--- src/include/gpc_pkg.sv ---
// Package of offsets, field positions and reset values for the GPIO and pin-change block
package gpc_pkg;

	// Geometry
	localparam int NUM_PORTS  = 4;
	localparam int PORT_WIDTH = 8;
	localparam int NUM_PINS   = NUM_PORTS * PORT_WIDTH;

	// Per-port register offsets: base + 3 * port + slot
	localparam logic [7:0] PORT_BASE_OFFSET = 8'h20;
	localparam logic [7:0] PIN_SLOT         = 8'h00;
	localparam logic [7:0] DIR_SLOT         = 8'h01;
	localparam logic [7:0] OUT_SLOT         = 8'h02;
	localparam logic [7:0] PORT_STRIDE      = 8'h03;

	// Shared control and status offsets
	localparam logic [7:0] CPU_CONTROL_OFFSET   = 8'h35;
	localparam logic [7:0] CHANGE_FLAG_OFFSET   = 8'h3B;
	localparam logic [7:0] CHANGE_CTRL_OFFSET   = 8'h68;
	localparam logic [7:0] CHANGE_MASK0_OFFSET  = 8'h6B;
	localparam logic [7:0] CHANGE_MASK1_OFFSET  = 8'h6C;
	localparam logic [7:0] CHANGE_MASK2_OFFSET  = 8'h6D;
	localparam logic [7:0] CHANGE_MASK3_OFFSET  = 8'h73;

	// Field positions
	localparam int PULLUP_DISABLE_BIT = 4;

	// Reset values
	localparam logic [7:0] OUT_RESET   = 8'h00;
	localparam logic [7:0] DIR_RESET   = 8'h00;
	localparam logic [7:0] MASK_RESET  = 8'h00;
	localparam logic [7:0] CTRL_RESET  = 8'h00;
	localparam logic [3:0] FLAG_RESET  = 4'h0;
	localparam logic [7:0] READ_ZERO   = 8'h00;

endpackage : gpc_pkg

--- src/logic/gpc_port.sv ---
// One 8-pin port: output, direction, toggle, input synchroniser and change detection
`timescale 1ns/1ps
module gpc_port
	import gpc_pkg::*;
(
	// Clock and reset
	input  wire logic                  clk,
	input  wire logic                  reset_n,
	// Pin side
	input  wire logic [PORT_WIDTH-1:0] pin_raw,
	input  wire logic                  sleep_clamp,
	input  wire logic                  pullup_disable,
	input  wire logic [PORT_WIDTH-1:0] alt_enable,
	input  wire logic [PORT_WIDTH-1:0] alt_oe,
	input  wire logic [PORT_WIDTH-1:0] alt_out,
	// Register writes, shared by all pins of the port
	input  wire logic [PORT_WIDTH-1:0] out_wmask,
	input  wire logic [PORT_WIDTH-1:0] out_wval,
	input  wire logic [PORT_WIDTH-1:0] dir_wmask,
	input  wire logic [PORT_WIDTH-1:0] dir_wval,
	input  wire logic [PORT_WIDTH-1:0] toggle,
	// Register state
	output logic      [PORT_WIDTH-1:0] output_value_reg,
	output logic      [PORT_WIDTH-1:0] direction_reg,
	output logic      [PORT_WIDTH-1:0] pin_input_reg,
	output logic      [PORT_WIDTH-1:0] changed,
	// Pin drive, registered
	output logic      [PORT_WIDTH-1:0] drv_oe,
	output logic      [PORT_WIDTH-1:0] drv_out,
	output logic      [PORT_WIDTH-1:0] drv_pullup
);

	logic [PORT_WIDTH-1:0] sync1;
	logic [PORT_WIDTH-1:0] sync2;
	logic [PORT_WIDTH-1:0] sync3;
	logic [PORT_WIDTH-1:0] prev_pin;

	// Masked writes touch only the selected bits; toggle wins after the write
	always_ff @(posedge clk) begin
		if (!reset_n) begin
			output_value_reg <= OUT_RESET;
		end else begin
			output_value_reg <= ((output_value_reg & ~out_wmask) | (out_wval & out_wmask)) ^ toggle;
		end
	end

	// Direction register, bitwise update
	always_ff @(posedge clk) begin
		if (!reset_n) begin
			direction_reg <= DIR_RESET;
		end else begin
			direction_reg <= (direction_reg & ~dir_wmask) | (dir_wval & dir_wmask);
		end
	end

	// Input synchroniser; clamp grounds floating inputs in deep sleep
	always_ff @(posedge clk) begin
		if (!reset_n) begin
			sync1 <= READ_ZERO;
			sync2 <= READ_ZERO;
			sync3 <= READ_ZERO;
		end else begin
			sync1 <= sleep_clamp ? READ_ZERO : pin_raw;
			sync2 <= sync1;
			sync3 <= sync2;
		end
	end

	// Pin value taken only when stages two and three agree, filtering a single glitch
	always_ff @(posedge clk) begin
		if (!reset_n) begin
			pin_input_reg <= READ_ZERO;
			prev_pin      <= READ_ZERO;
		end else begin
			pin_input_reg <= (pin_input_reg & (sync2 ^ sync3)) | (sync3 & ~(sync2 ^ sync3));
			prev_pin      <= pin_input_reg;
		end
	end

	// Difference against previous cycle marks a level change
	assign changed = pin_input_reg ^ prev_pin;

	// Drive state: alternate function takes only its own pins
	always_ff @(posedge clk) begin
		if (!reset_n) begin
			drv_oe     <= READ_ZERO;
			drv_out    <= READ_ZERO;
			drv_pullup <= READ_ZERO;
		end else begin
			drv_oe     <= (alt_enable & alt_oe) | (~alt_enable & direction_reg);
			drv_out    <= (alt_enable & alt_out) | (~alt_enable & output_value_reg);
			drv_pullup <= ~alt_enable & ~direction_reg & output_value_reg
				& {PORT_WIDTH{~pullup_disable}};
		end
	end

endmodule : gpc_port

--- src/logic/gpc_top.sv ---
// Top of the GPIO block: four ports, register access and pin-change interrupt groups
//
// Overview of operation
// - Masked pin change sets its group flag
// - Flag clears on vector entry or one-write
// - Request when flag, global and group enable
// - Eight-bit mask per group, bit per pin
// - Mask zero ignores that pin's changes
// - Bitwise set and clear touch one pin
// - Output, direction read/write; pin input read-only
// - One written to input register toggles output
// - Global pull-up disable kills every pull-up
// - Direction one is output, zero input
// - Input with output bit one pulls up
// - Reset tri-states pins without any clock
// - Output pin follows output value bit
// - Alternate function leaves other pins usable
// - Strobes per port; clock, clamp, pull-up shared
// - Each pin has its own pull-up
// - Mask registers reset to zero, read/write
// - Pin level reaches input register after synchronising
// - Any enabled-pin change raises group interrupt
`timescale 1ns/1ps
module gpc_top
	import gpc_pkg::*;
(
	// Clock and reset
	input  wire logic                  clk,
	input  wire logic                  reset_n,
	// CPU I/O access
	input  wire logic [7:0]            io_addr,
	input  wire logic [7:0]            io_wdata,
	input  wire logic                  io_write,
	input  wire logic                  io_read,
	input  wire logic                  io_bit_op,
	input  wire logic [2:0]            io_bit_num,
	output logic      [7:0]            io_rdata,
	// Interrupt handshake with the core
	input  wire logic                  global_irq_enable,
	input  wire logic [NUM_PORTS-1:0]  irq_enter,
	output logic      [NUM_PORTS-1:0]  irq_request,
	// Shared sleep clamp and alternate functions
	input  wire logic                  sleep_clamp,
	input  wire logic [NUM_PINS-1:0]   alt_enable,
	input  wire logic [NUM_PINS-1:0]   alt_oe,
	input  wire logic [NUM_PINS-1:0]   alt_out,
	// Pins
	input  wire logic [NUM_PINS-1:0]   pin_in,
	output logic      [NUM_PINS-1:0]   pin_out,
	output logic      [NUM_PINS-1:0]   pin_oe,
	output logic      [NUM_PINS-1:0]   pin_pullup
);

	logic [7:0]                 cpu_control_reg;
	logic [7:0]                 change_interrupt_control;
	logic [NUM_PORTS-1:0]       change_flags;
	logic [7:0]                 change_mask [NUM_PORTS];
	logic [7:0]                 next_rdata;
	logic [7:0]                 wr_mask;
	logic [7:0]                 wr_val;
	logic [NUM_PORTS-1:0]       flag_set;
	logic [NUM_PORTS-1:0]       flag_clear;
	logic [NUM_PINS-1:0]        drv_oe;
	logic [NUM_PINS-1:0]        drv_out;
	logic [NUM_PINS-1:0]        drv_pullup;
	logic [PORT_WIDTH-1:0]      out_q   [NUM_PORTS];
	logic [PORT_WIDTH-1:0]      dir_q   [NUM_PORTS];
	logic [PORT_WIDTH-1:0]      pin_q   [NUM_PORTS];
	logic [PORT_WIDTH-1:0]      changed [NUM_PORTS];
	logic                       pullup_disable;

	// Bit operations become a one-bit mask, byte writes a full mask
	always_comb begin
		wr_mask = io_bit_op ? (8'h01 << io_bit_num) : 8'hFF;
		wr_val  = io_bit_op ? {8{io_wdata[0]}} : io_wdata;
	end

	assign pullup_disable = cpu_control_reg[PULLUP_DISABLE_BIT];

	// Four identical ports; strobes decoded per port, clock and pull-up disable shared
	for (genvar p = 0; p < NUM_PORTS; p++) begin : g_port
		localparam logic [7:0] BASE = PORT_BASE_OFFSET + PORT_STRIDE * 8'(p);
		logic hit_pin;
		logic hit_dir;
		logic hit_out;

		assign hit_pin = io_write && (io_addr == BASE + PIN_SLOT);
		assign hit_dir = io_write && (io_addr == BASE + DIR_SLOT);
		assign hit_out = io_write && (io_addr == BASE + OUT_SLOT);

		gpc_port u_port (
			.clk              (clk),
			.reset_n          (reset_n),
			.pin_raw          (pin_in[p*PORT_WIDTH +: PORT_WIDTH]),
			.sleep_clamp      (sleep_clamp),
			.pullup_disable   (pullup_disable),
			.alt_enable       (alt_enable[p*PORT_WIDTH +: PORT_WIDTH]),
			.alt_oe           (alt_oe[p*PORT_WIDTH +: PORT_WIDTH]),
			.alt_out          (alt_out[p*PORT_WIDTH +: PORT_WIDTH]),
			.out_wmask        (hit_out ? wr_mask : 8'h00),
			.out_wval         (wr_val),
			.dir_wmask        (hit_dir ? wr_mask : 8'h00),
			.dir_wval         (wr_val),
			.toggle           (hit_pin ? (wr_mask & wr_val) : 8'h00),
			.output_value_reg (out_q[p]),
			.direction_reg    (dir_q[p]),
			.pin_input_reg    (pin_q[p]),
			.changed          (changed[p]),
			.drv_oe           (drv_oe[p*PORT_WIDTH +: PORT_WIDTH]),
			.drv_out          (drv_out[p*PORT_WIDTH +: PORT_WIDTH]),
			.drv_pullup       (drv_pullup[p*PORT_WIDTH +: PORT_WIDTH])
		);

		// Any masked change sets the flag; unmasked pins are ignored
		assign flag_set[p] = |(changed[p] & change_mask[p]);
		// Vector entry or a one written to the flag bit clears it
		assign flag_clear[p] = irq_enter[p]
			|| (io_write && io_addr == CHANGE_FLAG_OFFSET && wr_mask[p] && wr_val[p]);
	end

	// Reset overrides the drive asynchronously so pins float even with the clock stopped
	assign pin_oe     = drv_oe & {NUM_PINS{reset_n}};
	assign pin_pullup = drv_pullup & {NUM_PINS{reset_n}};
	assign pin_out    = drv_out;

	// Control register holding the shared pull-up disable
	always_ff @(posedge clk) begin
		if (!reset_n) begin
			cpu_control_reg <= CTRL_RESET;
		end else if (io_write && io_addr == CPU_CONTROL_OFFSET) begin
			cpu_control_reg <= (cpu_control_reg & ~wr_mask) | (wr_val & wr_mask);
		end
	end

	// Group enables
	always_ff @(posedge clk) begin
		if (!reset_n) begin
			change_interrupt_control <= CTRL_RESET;
		end else if (io_write && io_addr == CHANGE_CTRL_OFFSET) begin
			change_interrupt_control <= (change_interrupt_control & ~wr_mask) | (wr_val & wr_mask);
		end
	end

	// Mask registers, one per group
	always_ff @(posedge clk) begin
		if (!reset_n) begin
			for (int g = 0; g < NUM_PORTS; g++) begin
				change_mask[g] <= MASK_RESET;
			end
		end else if (io_write) begin
			unique case (io_addr)
				CHANGE_MASK0_OFFSET: change_mask[0] <= (change_mask[0] & ~wr_mask) | (wr_val & wr_mask);
				CHANGE_MASK1_OFFSET: change_mask[1] <= (change_mask[1] & ~wr_mask) | (wr_val & wr_mask);
				CHANGE_MASK2_OFFSET: change_mask[2] <= (change_mask[2] & ~wr_mask) | (wr_val & wr_mask);
				CHANGE_MASK3_OFFSET: change_mask[3] <= (change_mask[3] & ~wr_mask) | (wr_val & wr_mask);
				default: ;
			endcase
		end
	end

	// Sticky flags: a change in the clearing cycle is kept, so set wins
	always_ff @(posedge clk) begin
		if (!reset_n) begin
			change_flags <= FLAG_RESET;
		end else begin
			change_flags <= (change_flags & ~flag_clear) | flag_set;
		end
	end

	// Request needs flag, group enable and the global enable
	always_ff @(posedge clk) begin
		if (!reset_n) begin
			irq_request <= FLAG_RESET;
		end else begin
			irq_request <= change_flags & change_interrupt_control[NUM_PORTS-1:0]
				& {NUM_PORTS{global_irq_enable}};
		end
	end

	// Read mux; unmapped addresses answer zero
	always_comb begin
		next_rdata = READ_ZERO;
		for (int p = 0; p < NUM_PORTS; p++) begin
			if (io_addr == PORT_BASE_OFFSET + PORT_STRIDE * 8'(p) + PIN_SLOT) next_rdata = pin_q[p];
			if (io_addr == PORT_BASE_OFFSET + PORT_STRIDE * 8'(p) + DIR_SLOT) next_rdata = dir_q[p];
			if (io_addr == PORT_BASE_OFFSET + PORT_STRIDE * 8'(p) + OUT_SLOT) next_rdata = out_q[p];
		end
		if (io_addr == CPU_CONTROL_OFFSET)  next_rdata = cpu_control_reg;
		if (io_addr == CHANGE_CTRL_OFFSET)  next_rdata = change_interrupt_control;
		if (io_addr == CHANGE_FLAG_OFFSET)  next_rdata = {4'h0, change_flags};
		if (io_addr == CHANGE_MASK0_OFFSET) next_rdata = change_mask[0];
		if (io_addr == CHANGE_MASK1_OFFSET) next_rdata = change_mask[1];
		if (io_addr == CHANGE_MASK2_OFFSET) next_rdata = change_mask[2];
		if (io_addr == CHANGE_MASK3_OFFSET) next_rdata = change_mask[3];
	end

	// Read data registered; holds its value between reads
	always_ff @(posedge clk) begin
		if (!reset_n) begin
			io_rdata <= READ_ZERO;
		end else if (io_read) begin
			io_rdata <= next_rdata;
		end
	end

endmodule : gpc_top

--- config.mk ---
export PLATFORM = sky130hd
export DESIGN_NAME = gpc_top
export DESIGN_NICKNAME = d
export VERILOG_FILES = /design/src/include/gpc_pkg.sv /design/src/logic/gpc_port.sv /design/src/logic/gpc_top.sv
export SDC_FILE = /design/constraint.sdc
export NUM_CORES = 1
export LEC_CHECK = 0
export BUFFER_PORTS_ARGS = -buffer_cell sky130_fd_sc_hd__buf_2
export CAP_MARGIN = 10
export CORE_ASPECT_RATIO = 0.75
export CORE_MARGIN = 10
export CORE_UTILIZATION = 30
export DETAILED_ROUTE_END_ITERATION = 8
export GPL_TIMING_DRIVEN = 0
export PLACE_DENSITY_LB_ADDON = 0.25
export SLEW_MARGIN = 20
export SYNTH_ARGS = -nofsm -noshare
export SYNTH_HDL_FRONTEND = slang
export SYNTH_SLANG_ARGS = --single-unit
--- constraint.sdc ---
create_clock -name clk -period 5.1 [get_ports clk]
set_input_delay 0 -clock clk [delete_from_list [all_inputs] [get_ports clk]]
set_output_delay 0 -clock clk [all_outputs]
set_load 0.01 [all_outputs]
Word-level counts from Yosys, hierarchy flattened
Memory sizes are Yosys's and may differ from the RTL's.
Index checks and enable logic that the tools add are counted.
{ "totals": {"reg_bits": 352, "ram_bits": 32, "n_memories": 1} }
{ "memory_table": {"columns": ["name", "words", "width", "read_ports", "rd_clocked_by_memory_dff", "write_ports", "line_no", "rtl"], "rows": [
  ["change_mask", 4, 8, 4, 0, 4, "gpc_top.sv:57", "logic [7:0] change_mask [NUM_PORTS];"]
]} }
{ "classes": {"n_eq_ne": 19, "shift": 1, "n_mux": 54, "bitwise": 135, "reduce_logical": 32} }
{ "ops": {"columns": ["operator", "count"], "rows": [
  ["8-bit AND", 63],
  ["8-bit two-way mux", 37],
  ["8-bit OR", 26],
  ["8-bit inverter", 21],
  ["8-bit by 6-bit == test with 1-bit output (second input constant)", 14],
  ["8-bit XOR", 12],
  ["32-bit AND", 2],
  ["8-bit by 7-bit == test with 1-bit output (second input constant)", 5],
  ["8-bit OR reduction", 4],
  ["1-bit logical AND", 23],
  ["1-bit two-way mux", 17],
  ["4-bit AND", 3],
  ["1-bit by 3-bit << shifter with 8-bit output (first input constant)", 1],
  ["1-bit logical OR", 4],
  ["4-bit inverter", 1],
  ["1-bit OR", 4],
  ["4-bit OR", 1],
  ["1-bit inverter", 2],
  ["2-bit OR reduction", 1]
]} }

Logic depth before layout (Yosys ltp)
Gate-level depths: netlist of run 1.
{ "depth": {"ltp_word": 20, "ltp_mapped": 9, "mapped_depth_nobuf": 6} }

Modules after synthesis
Synthesis of run 1 repeated with hierarchy kept, for this count alone.
{ "hier_totals": {"hier_cells": 1769, "area_unflattened_um2": 16799.9} }
{ "modules_own_cells": {"columns": ["mod", "n_inst", "cells_each", "area_per_inst_um2", "seq_area_each_um2"], "rows": [
  ["gpc_port", 4, 251, 2816.5, 1601.5],
  ["gpc_top", 1, 765, 5534.1, 1601.5]
]} }

Worst setup path after synthesis of run 1
No wires, ideal clock.
{ "synth_timing": {"kind": "input port to flip-flop", "start": "in io_addr[1]", "end": "mem change_mask[1][0], enable pin", "t_arrival_ns": 1.582, "required_time_ns": 4.716, "path_slack_ns": 3.134, "path_stages": 6, "path_buffers": 3, "cell_sequence": "buf_2 buf_2 clkbuf_1 nor2_1 nand4_1 o21ai_0"} }
{ "synth_rtl": {"columns": ["element", "line_no", "rtl"], "rows": [
  ["start, declared", "gpc_top.sv:31", "input wire logic [7:0] io_addr,"],
  ["end, declared", "gpc_top.sv:57", null]
]} }

Worst setup path in the final report of run 1
{ "layout_timing": {"start": "in io_addr[4]", "end": "reg io_rdata[3]"} }
{ "layout_between": {"elab_chain_cells": 20} }
{ "layout_lines": {"columns": ["element", "line_no", "rtl"], "rows": [
  ["8-bit by 6-bit == test with 1-bit output", "gpc_top.sv:184", "if (io_addr == PORT_BASE_OFFSET + PORT_STRIDE * 8'(p) + PIN_SLOT) next_rdata = pin_q[p];"],
  ["8-bit two-way mux", "gpc_top.sv:184", null],
  ["8-bit two-way mux", "gpc_top.sv:185", "if (io_addr == PORT_BASE_OFFSET + PORT_STRIDE * 8'(p) + DIR_SLOT) next_rdata = dir_q[p];"],
  ["8-bit two-way mux", "gpc_top.sv:186", "if (io_addr == PORT_BASE_OFFSET + PORT_STRIDE * 8'(p) + OUT_SLOT) next_rdata = out_q[p];"],
  ["8-bit two-way mux", "gpc_top.sv:184", null],
  ["8-bit two-way mux", "gpc_top.sv:185", null],
  ["8-bit two-way mux", "gpc_top.sv:186", null],
  ["8-bit two-way mux", "gpc_top.sv:184", null],
  ["[... 4 more ...]", null, null],
  ["8-bit two-way mux", "gpc_top.sv:186", null],
  ["8-bit two-way mux", "gpc_top.sv:188", "if (io_addr == CPU_CONTROL_OFFSET) next_rdata = cpu_control_reg;"],
  ["8-bit two-way mux", "gpc_top.sv:189", "if (io_addr == CHANGE_CTRL_OFFSET) next_rdata = change_interrupt_control;"],
  ["8-bit two-way mux", "gpc_top.sv:190", "if (io_addr == CHANGE_FLAG_OFFSET) next_rdata = {4'h0, change_flags};"],
  ["8-bit two-way mux", "gpc_top.sv:191", "if (io_addr == CHANGE_MASK0_OFFSET) next_rdata = change_mask[0];"],
  ["8-bit two-way mux", "gpc_top.sv:192", "if (io_addr == CHANGE_MASK1_OFFSET) next_rdata = change_mask[1];"],
  ["8-bit two-way mux", "gpc_top.sv:193", "if (io_addr == CHANGE_MASK2_OFFSET) next_rdata = change_mask[2];"],
  ["8-bit two-way mux *", "gpc_top.sv:194", "if (io_addr == CHANGE_MASK3_OFFSET) next_rdata = change_mask[3];"],
  ["end signal, assigned", "gpc_top.sv:202", "io_rdata <= next_rdata;"],
  ["end, declared", "gpc_top.sv:37", "output logic [7:0] io_rdata,"]
]} }
Every way passes the cells marked *; elsewhere a longest branch is shown, timed or not.
A chain may end at the register's enable or synchronous reset.

==> flow_summary.json, run 1 <==
{
  "max_slew_margin_pct": 17.53,
  "rsz0062_at_grt": "no",
  "holdCritPathClass": "input port to register",
  "htree_levels": 2,
  "die_w_um": 288.1,
  "whs_endpoint": "g_port[1].u_port.output_value_reg[5]",
  "worstSetupEndpointType": "register",
  "synthesis.area_um2": 16170,
  "period_needed_ns": 2.806,
  "clock-sinks": 384,
  "crit_arrival_ns": 3.31,
  "fillers": 5209,
  "crit_path_max_fanout": 10,
  "dp_cells": 2691,
  "finalHoldViolCount": 0,
  "drv_cap": 0,
  "cts_buffers": 41,
  "async_reset_ff_share_pct": 0,
  "start_kind": "input port",
  "synth_seq_cells": 384,
  "antenna_found_initial": 6,
  "yosysTopAreaCellShare_pct": 43.57,
  "fmax_mhz": 356.4,
  "r2r-end": "io_rdata[4]",
  "seq_area_frac_synth_pct": 49.51,
  "grt_pass1_wl_um": 108800,
  "stdcell_count": 2999,
  "viasPerCell": 5.339,
  "root_buffer": "clkbuf_16",
  "timing.final.crit_share_pct": 55.02,
  "rows": 73,
  "first_pass_iters": 6,
  "hpwl_um": 57200,
  "fin_ws_ns": 2.294,
  "route.vias.total": 16010,
  "cellLeakagePower_nw": 8.832,
  "critPathTopFamily": "compound AO/OA/AOI/OAI gates",
  "yosys-top-cells-count": "dfxtp_1 (352), and2_1 (198), nand2_1 (150)",
  "dieArea_um2": 63700,
  "grt_use_total_pct": 22.95,
  "fin_util_pct": 41.38,
  "synthFlopType": "dfxtp_1",
  "maxSlewViolCount": 0,
  "ir_drop_mv": 0.2040,
  "cp.required_ns": 5.60,
  "post-place-ws_ns": 2.022,
  "grt_max_degree": 15,
  "cp_slowest_cell": "o221ai_1",
  "tritoncts": "yes",
  "worstSetupPathType": "input port to register",
  "start_util_pct": 30.43,
  "area_delta_synth_final_pct": 36.01,
  "max_stage_delay_ns": 0.81,
  "synth_top_cell_by_area": "dfxtp_1",
  "insertion_delay_ns": 0.58,
  "ant_nets": 0,
  "r2r_cells": 6,
  "synth_area_leaders": "dfxtp_1 (44%), and2_1 (7.7%), edfxtp_1 (5.9%)",
  "worstHoldStart": "io_write",
  "die_h_um": 221.1,
  "worst_pin_slew_ns": 1.237,
  "io_buffers": 259,
  "post_drt_wl_per_cell_um": 25.24,
  "boundaryPins": 266,
  "powerDensity_nw_per_um2": 304.9,
  "post-synth-top-count-cell": "dfxtp_1",
  "gr-total-overflow": 0,
  "final_nets": 2414,
  "reg2reg_slack_ns": 2.67,
  "status": "completed",
  "crit_chain": "buf_2, clkbuf_1, nor4b_4, nand3_1, o221ai_1, a221oi_1, o31ai_1, a22o_1",
  "tns_ns": 0,
  "routed_wl_um": 75700,
  "synthCells": 1720,
  "synthDistinctLibCells": 67,
  "path_buf_inv": 2,
  "grt_pass1_vias": 15990,
  "drcViolationCount": 0,
  "cts_resized": 0,
  "place_congestion": 0.9797,
  "hold_depth": 4,
  "setup_viol": 0,
  "syn_area_per_cell_um2": 9.404,
  "r2r-start": "g_port[0].u_port.output_value_reg[4]",
  "core_um2": 53160,
  "regArea_um2": 8008,
  "clkTransAtPathRegs_ns": 0.06,
  "clockBufferDepth": 3,
  "fin_skew_ns": 0.01722,
  "drt_iter0_markers": 1760,
  "yosysWarnings": 0,
  "synth_fp_nets": 1878,
  "synth_edf_count": 32,
  "drive_gt1_share_pct": 15.49,
  "multiInputGateArea_um2": 7717
}
-- power breakdown --
group	leakage [nW]	internal, mW	switching (mW)
sequential	3.19	3.09	0.0288
combinational	5.03	0.272	0.415
clock	0.621	1.60	1.30
-- worst max path at each step --
stage                           from                 to  slack (ns)  cells after the start
final                     io_addr[4]        io_rdata[3]        2.29                      8
after global routing      io_addr[4]        io_rdata[3]        2.29                      8
after CTS                 io_addr[4]        io_rdata[3]        2.59                      8
after detailed placement  io_addr[4]        io_rdata[3]        2.02                      8
after global placement    io_addr[4]        io_rdata[3]        1.91                      8
after floorplan           io_addr[1]  change_mask[1][0]        3.13                      6
-- tightest hold or removal path: cells and delay by family --
family	cells	cell delay (ns)
simple gates	2	0.26
buf+inv	1	0.19
compound gates	1	0.10
-- cells in the final DEF, fill, tap and decap left out, types with 32 or more instances in the layout --
cell type      Yosys  final
mux2i_1           47     47
o21bai_1          40     40
dfxtp_1          352    352
nand2_1          150    150
clkbuf_1          79     93
nand3_1           44     44
xor2_1            32     32
o21ai_0          121    119
a21oi_1           76     76
nor3_1            49     49
a21boi_0          71     71
edfxtp_1          32     32
o311a_1           42     42
clkbuf_16          0     42
nor2b_1           44     44
dlygate4sd3_1      0    234
and2_1           198    198
buf_2             11    270
nand2b_1          41     41
nor2_1            73     73
-- through the flow --
step	total power [mW]	hold WS, ns	area (um2)
finish	6.707	0.02184	22000
global route	6.931	0.03665	22000
floorplan	3.419	0.1217	16170
CTS	6.717	0.001479	21990
detailed placement	3.709	0.2034	18370
global placement	3.704	0.2020	18360
-- per-layer routing --
layer  up-vias  GRT usage [%]  part of all wire (%)
li1       7199              -                     -
met1      7786          32.14                    45
met2       893          32.01                    40
met3       133          8.746                    12
met4         2          6.571                   2.8
met5         -              0                 0.017
-- timing repair --
| item | 4_1_cts | 5_1_grt |
|---|---|---|
| hold buffers | 234 | 0 |
| setup buffers | 0 | 0 |
| endpoints found under the hold margin | 142 | 0 |
-- area by class of cell --
| cell class | count | area share (%) |
|---|---|---|
| Antenna cell | 2 | 0.02275 |
| Clock inverter | 12 | 0.5460 |
| Buffer | 98 | 1.769 |
| Inverter | 19 | 0.3242 |
| Clock buffer | 60 | 5.267 |
| Tap cell | 712 | 4.050 |
| Sequential cell | 384 | 36.40 |
| Multi-Input combinational cell | 1219 | 35.08 |
| Timing Repair Buffer | 493 | 16.54 |
-- cells by family (layout without fill, tap and decap cells) --
group           Yosys count  in the layout  share of synthesized area [%]
simple gates            640            640                          21.10
compound gates          482            482                          20.24
flops                   384            384                          49.51
buf+inv                 117            682                          2.847
mux                      65             65                          4.580
xor+xnor                 32             32                          1.733
other cells               0              2                              0
(Power assumes the default switching activity.)
==> run 2, diff against run 1 <==
==> constraint.sdc (replaced) <==
create_clock -name clk -period 2.7 [get_ports clk]
set_input_delay 0 -clock clk [delete_from_list [all_inputs] [get_ports clk]]
set_output_delay 0 -clock clk [all_outputs]
set_load 0.01 [all_outputs]
==> run 2 against run 1 <==
Compared with the run above: the run now ends with setup timing left; first-iteration DRC count grew 0.40%; cell count is the same; via count grew 0.18%; count of clock-buffer cells in the layout is the same.
==> flow_summary.json, run 2 (same netlist as run 1, synthesis figures left out) <==
{
  "tritoncts": "yes",
  "antenna_found_initial": 6,
  "reg2reg_slack_ns": 0.27,
  "fin_skew_ns": 0.01633,
  "finalHoldViolCount": 0,
  "rsz0062_at_grt": "no",
  "post-cts-setup-buffers": 0,
  "boundaryPins": 266,
  "p_switching_mw": 3.282,
  "die_h_um": 221.1,
  "dieArea_um2": 63700,
  "root_buffer": "clkbuf_16",
  "holdCritPathClass": "input port to register",
  "layout_commonest_cell": "dfxtp_1",
  "max_slew_margin_pct": 10.40,
  "p_int_mw": 9.374,
  "first_pass_iters": 5,
  "cp.required_ns": 3.10,
  "hpwl_um": 57200,
  "ant_nets": 0,
  "drt_iter0_markers": 1767,
  "start_util_pct": 30.43,
  "critPathLaunch": "io_wdata[0]",
  "worstHoldStart": "io_write",
  "maxSlewViolCount": 0,
  "grt_use_total_pct": 22.95,
  "io_buffers": 259,
  "grt_max_degree": 15,
  "routed_wl_um": 75800,
  "cp_slowest_cell": "a21oi_1",
  "worstSetupEndpointType": "register",
  "final_nets": 2414,
  "fillers": 5208,
  "swShare_pct": 25.94,
  "post-place-ws_ns": -0.3782,
  "crit_chain": "dlygate4sd3_1, buf_2, and2_1, a21oi_1, nor2_1, nand3_1, nand2_1, a211oi_1",
  "seq_power_share_pct": 46.6,
  "timing.final.crit_share_pct": 102.4,
  "worst_pin_slew_ns": 1.344,
  "start_kind": "input port",
  "mostFrequentLayoutCells": "dfxtp_1 (352), buf_2 (270), dlygate4sd3_1 (234), and2_1 (198), nand2_1 (150)",
  "max_stage_delay_ns": 0.84,
  "crit_arrival_ns": 3.16,
  "place_congestion": 0.9797,
  "period_needed_ns": 2.764,
  "setup_viol": 1,
  "worst_hold_slack_ns": 0.02778,
  "violations": "setup timing",
  "regArea_um2": 8008,
  "ir_drop_mv": 0.3840,
  "clockBufferDepth": 3,
  "status": "complete, but fails checks",
  "cts_buffers": 41,
  "cellLeakagePower_nw": 8.833,
  "fin_ws_ns": -0.06430,
  "r2r-end": "io_rdata[4]",
  "htree_levels": 2,
  "worstSetupPathType": "input port to register",
  "critPathTopFamily": "compound AO/OA/AOI/OAI gates",
  "fmax_mhz": 361.8,
  "post_drt_wl_per_cell_um": 25.28,
  "route.vias.total": 16040,
  "powerDensity_nw_per_um2": 575.1,
  "whs_endpoint": "g_port[1].u_port.output_value_reg[5]",
  "gr-total-overflow": 0,
  "clock-sinks": 384,
  "area_delta_synth_final_pct": 36.05,
  "crit_path_max_fanout": 5,
  "viasPerCell": 5.349,
  "die_w_um": 288.1,
  "r2r_cells": 6,
  "clkTransAtPathRegs_ns": 0.06,
  "core_um2": 53160,
  "hold_depth": 4,
  "path_buf_inv": 2,
  "drive_gt1_share_pct": 15.54,
  "drv_cap": 0,
  "p_comb_share_pct": 10.3,
  "rows": 73,
  "insertion_delay_ns": 0.57,
  "drcViolationCount": 0,
  "multiInputGateArea_um2": 7724,
  "power_frac_clock_pct": 43.2,
  "r2r-start": "g_port[0].u_port.output_value_reg[4]",
  "grt_pass1_wl_um": 108800,
  "grt_pass1_vias": 15990
}
[run 2: how the worst max path moves through the flow]
stage | cells after the start | to
after CTS | 8 | io_rdata[3]
final | 8 | g_port[0].u_port.output_value_reg[2]
after global routing | 8 | g_port[2].u_port.output_value_reg[7]
after floorplan | 6 | change_mask[1][0]
after global placement | 8 | io_rdata[3]
after detailed placement | 8 | io_rdata[3]
[run 2: power groups by stage]
stage	Clock [mW]	Combinational (mW)	Sequential, mW
CTS	5.55	1.24	5.89
global route	5.83	1.36	5.90
finish	5.46	1.30	5.90
global placement	0	0.980	6.02
floorplan	0	0.452	6.01
detailed placement	0	0.987	6.02
[run 2: stage by stage]
stage	area (um2)	total power [mW]	std cells	TNS [ns]	util, %
global placement	18360	6.997	2691	-8.523	34.54
CTS	21990	12.69	2997	0	41.37
detailed placement	18370	7.006	2691	-7.140	34.56
finish	22000	12.66	2999	-0.06430	41.39
global route	22000	13.09	2998	0	41.39
floorplan	16170	6.459	1720	0	-
[run 2: layout make-up]
class / count / area share, %
sequential: 384 / 36.39
tap: 712 / 4.048
multi-input combinational: 1219 / 35.10
antenna: 2 / 0.02274
timing repair buffer: 493 / 16.53
inverter: 19 / 0.3241
clock buffer: 60 / 5.265
clock inverter: 12 / 0.5459
buffer: 98 / 1.768
[run 2: routing by layer]
layer / track usage [%] / vias up / wire [um]
li1: - / 7206 / -
met1: 32.14 / 7804 / 33790
met2: 32.01 / 899 / 30550
met3: 8.746 / 131 / 9395
met4: 6.571 / 2 / 2054
met5: 0 / - / 13
[run 2: worst min-delay path, cell delays in order]
cell and delay (ns):
buf_2 0.19, nand3_4 0.14, o21ai_0 0.10, nor3_1 0.12
[run 2: what timing repair did]
action | CTS | global route
endpoints found under the setup margin | 0 | 1
gates resized for setup | 0 | 1
endpoints found under the hold margin | 142 | 0
hold buffers | 234 | 0
==> run 3, diff against run 2 <==
--- a/config.mk
+++ b/config.mk
@@ -5,7 +5,7 @@
 export SDC_FILE = /design/constraint.sdc
 export NUM_CORES = 1
 export LEC_CHECK = 0
-export BUFFER_PORTS_ARGS = -buffer_cell sky130_fd_sc_hd__buf_2
+export BUFFER_PORTS_ARGS = -buffer_cell sky130_fd_sc_hd__buf_4
 export CAP_MARGIN = 10
 export CORE_ASPECT_RATIO = 0.75
 export CORE_MARGIN = 10
==> run 3 against run 2 <==
Compared with the run above: the flow now finishes without violations; sequential power is essentially flat; cell area increased by 3.1%; flip-flop and latch count did not move; critical endpoint is now pin_pullup[1]; worst hold slack better by 0.016 ns; setup slack improved by 0.18 ns; count of clock-buffer cells in the layout shrank 7; total power grew 3.3%; first-iteration DRC count rose by 15%; non-clock buffer count down 5; core utilization increased by 1.3 points.
==> flow_summary.json, run 3 (same netlist as run 1, synthesis figures left out) <==
{
  "hold_depth": 5,
  "whs_endpoint": "io_rdata[2]",
  "clockBufferDepth": 3,
  "r2r-end": "io_rdata[3]",
  "crit_path_max_fanout": 10,
  "start_kind": "input port",
  "rows": 73,
  "r2r-start": "g_port[0].u_port.output_value_reg[3]",
  "place_congestion": 0.9856,
  "mostFrequentLayoutCells": "dfxtp_1 (352), buf_4 (259), dlygate4sd3_1 (229), and2_1 (198), nand2_1 (150)",
  "r2r_cells": 6,
  "route.vias.total": 16060,
  "dieArea_um2": 63700,
  "die_w_um": 288.1,
  "worst_pin_slew_ns": 1.283,
  "die_h_um": 221.1,
  "maxSlewViolCount": 0,
  "antenna_found_initial": 6,
  "start_util_pct": 30.43,
  "max_slew_margin_pct": 14.47,
  "status": "completed",
  "seq_power_share_pct": 45.1,
  "root_buffer": "clkbuf_16",
  "regArea_um2": 8008,
  "crit_arrival_ns": 2.58,
  "post-place-ws_ns": -0.2849,
  "grt_pass1_vias": 15700,
  "multiInputGateArea_um2": 7722,
  "worstHoldStart": "io_read",
  "cp.required_ns": 2.70,
  "htree_levels": 2,
  "final_area_um2": 22690,
  "gr-total-overflow": 0,
  "cts_buffers": 40,
  "swShare_pct": 25.93,
  "period_needed_ns": 2.585,
  "worstSetupPathType": "input port to output port",
  "tritoncts": "yes",
  "grt_use_total_pct": 22.89,
  "io_buffers": 259,
  "fmax_mhz": 386.9,
  "boundaryPins": 266,
  "fin_ws_ns": 0.1151,
  "first_pass_iters": 7,
  "powerDensity_nw_per_um2": 576.0,
  "hpwl_um": 57350,
  "reg2reg_slack_ns": 0.28,
  "power_mw": 13.07,
  "drcViolationCount": 0,
  "fillers": 5155,
  "p_comb_share_pct": 10.6,
  "worstSetupEndpointType": "output port",
  "ir_drop_mv": 0.4205,
  "rsz0062_at_grt": "no",
  "p_switching_mw": 3.389,
  "holdCritPathClass": "input port to register",
  "wl_met3_um": 8947,
  "insertion_delay_ns": 0.58,
  "final_nets": 2408,
  "setup_viol": 0,
  "ant_nets": 0,
  "clock-sinks": 384,
  "drv_cap": 0,
  "timing.final.crit_share_pct": 95.74,
  "routed_wl_um": 75710,
  "post_drt_wl_per_cell_um": 25.24,
  "tns_ns": 0,
  "clkTransAtPathRegs_ns": 0.07,
  "viasPerCell": 5.356,
  "drt_iter0_markers": 2026,
  "fin_util_pct": 42.69,
  "layout_commonest_cell": "dfxtp_1",
  "dr_wl_met2_um": 30530,
  "area_delta_synth_final_pct": 40.31,
  "core_um2": 53160,
  "placedInstanceArea_um2": 19020,
  "fin_skew_ns": 0.02964,
  "power_frac_clock_pct": 44.4,
  "finalHoldViolCount": 0,
  "cts_resized": 0,
  "top_layer": "met5",
  "p_int_mw": 9.684,
  "grt_pass1_wl_um": 108600,
  "cellLeakagePower_nw": 8.987,
  "drive_gt1_share_pct": 15.91,
  "wl_met1_um": 34130,
  "grt_max_degree": 15,
  "post-cts-setup-buffers": 0
}
run 3: cell count changes in the layout (fill, tap and decap cells not counted), moves of 2 or more:
cell / before / now
clkinv_2: 5 / 7
clkinv_4: 0 / 3
buf_2: 270 / 11
dlygate4sd3_1: 234 / 229
clkbuf_1: 93 / 86
diode_2: 2 / 6
bufinv_16: 0 / 3
buf_4: 0 / 259
run 3: power by group through the flow:
stage	Combinational (mW)	Sequential [mW]	Clock [mW]
floorplan	0.452	6.01	0
global placement	1.06	6.02	0
detailed placement	1.07	6.02	0
CTS	1.33	5.89	5.85
global route	1.44	5.90	6.10
finish	1.38	5.89	5.80
run 3: routing by layer:
layer	vias up	global-route usage, %
met5	-	0
met4	6	6.136
met3	146	7.937
met2	898	31.89
met1	7830	32.72
li1	7184	-
run 3: layout make-up:
class	count	share of cell area, %
flip-flops and latches	384	35.28
multi-input cells	1219	34.03
repair buffers	488	18.67
clock buffers	53	4.901
well taps	712	3.925
plain buffers	98	1.715
clock inverters	20	1.097
inverters	19	0.3143
diodes	6	0.06616
run 3: how the worst max path moves through the flow:
stage | endpoint | cells after the start | slack, ns | start
3_3_place_gp | change_mask[1][0] | 6 | -0.36 | io_addr[1]
6_report | pin_pullup[1] | 5 | 0.12 | reset_n
4_1_cts | pin_pullup[1] | 5 | 0.15 | reset_n
5_1_grt | io_rdata[7] | 9 | 0.006 | io_addr[4]
2_1_floorplan | change_mask[1][0] | 6 | 0.73 | io_addr[1]
3_5_place_dp | io_rdata[7] | 9 | -0.28 | io_addr[4]
run 3: critical path, cell delays in order:
cell and delay [ns]:
clkbuf_1 0.60, clkbuf_1 0.74, clkbuf_1 0.83, and2_1 0.26
buf_4 0.14
run 3: repair_timing:
action,4_1_cts,5_1_grt
hold buffers,229,0
endpoints found under the setup margin,0,0
hold endpoints to repair,144,0
run 3: metrics by stage:
stage          hold WS (ns)  std cells
2_1_floorplan        0.1217       1720
3_3_place_gp         0.2048       2691
3_5_place_dp         0.2060       2691
4_1_cts            0.008295       2993
6_report            0.04368       2999
5_1_grt             0.04128       2995
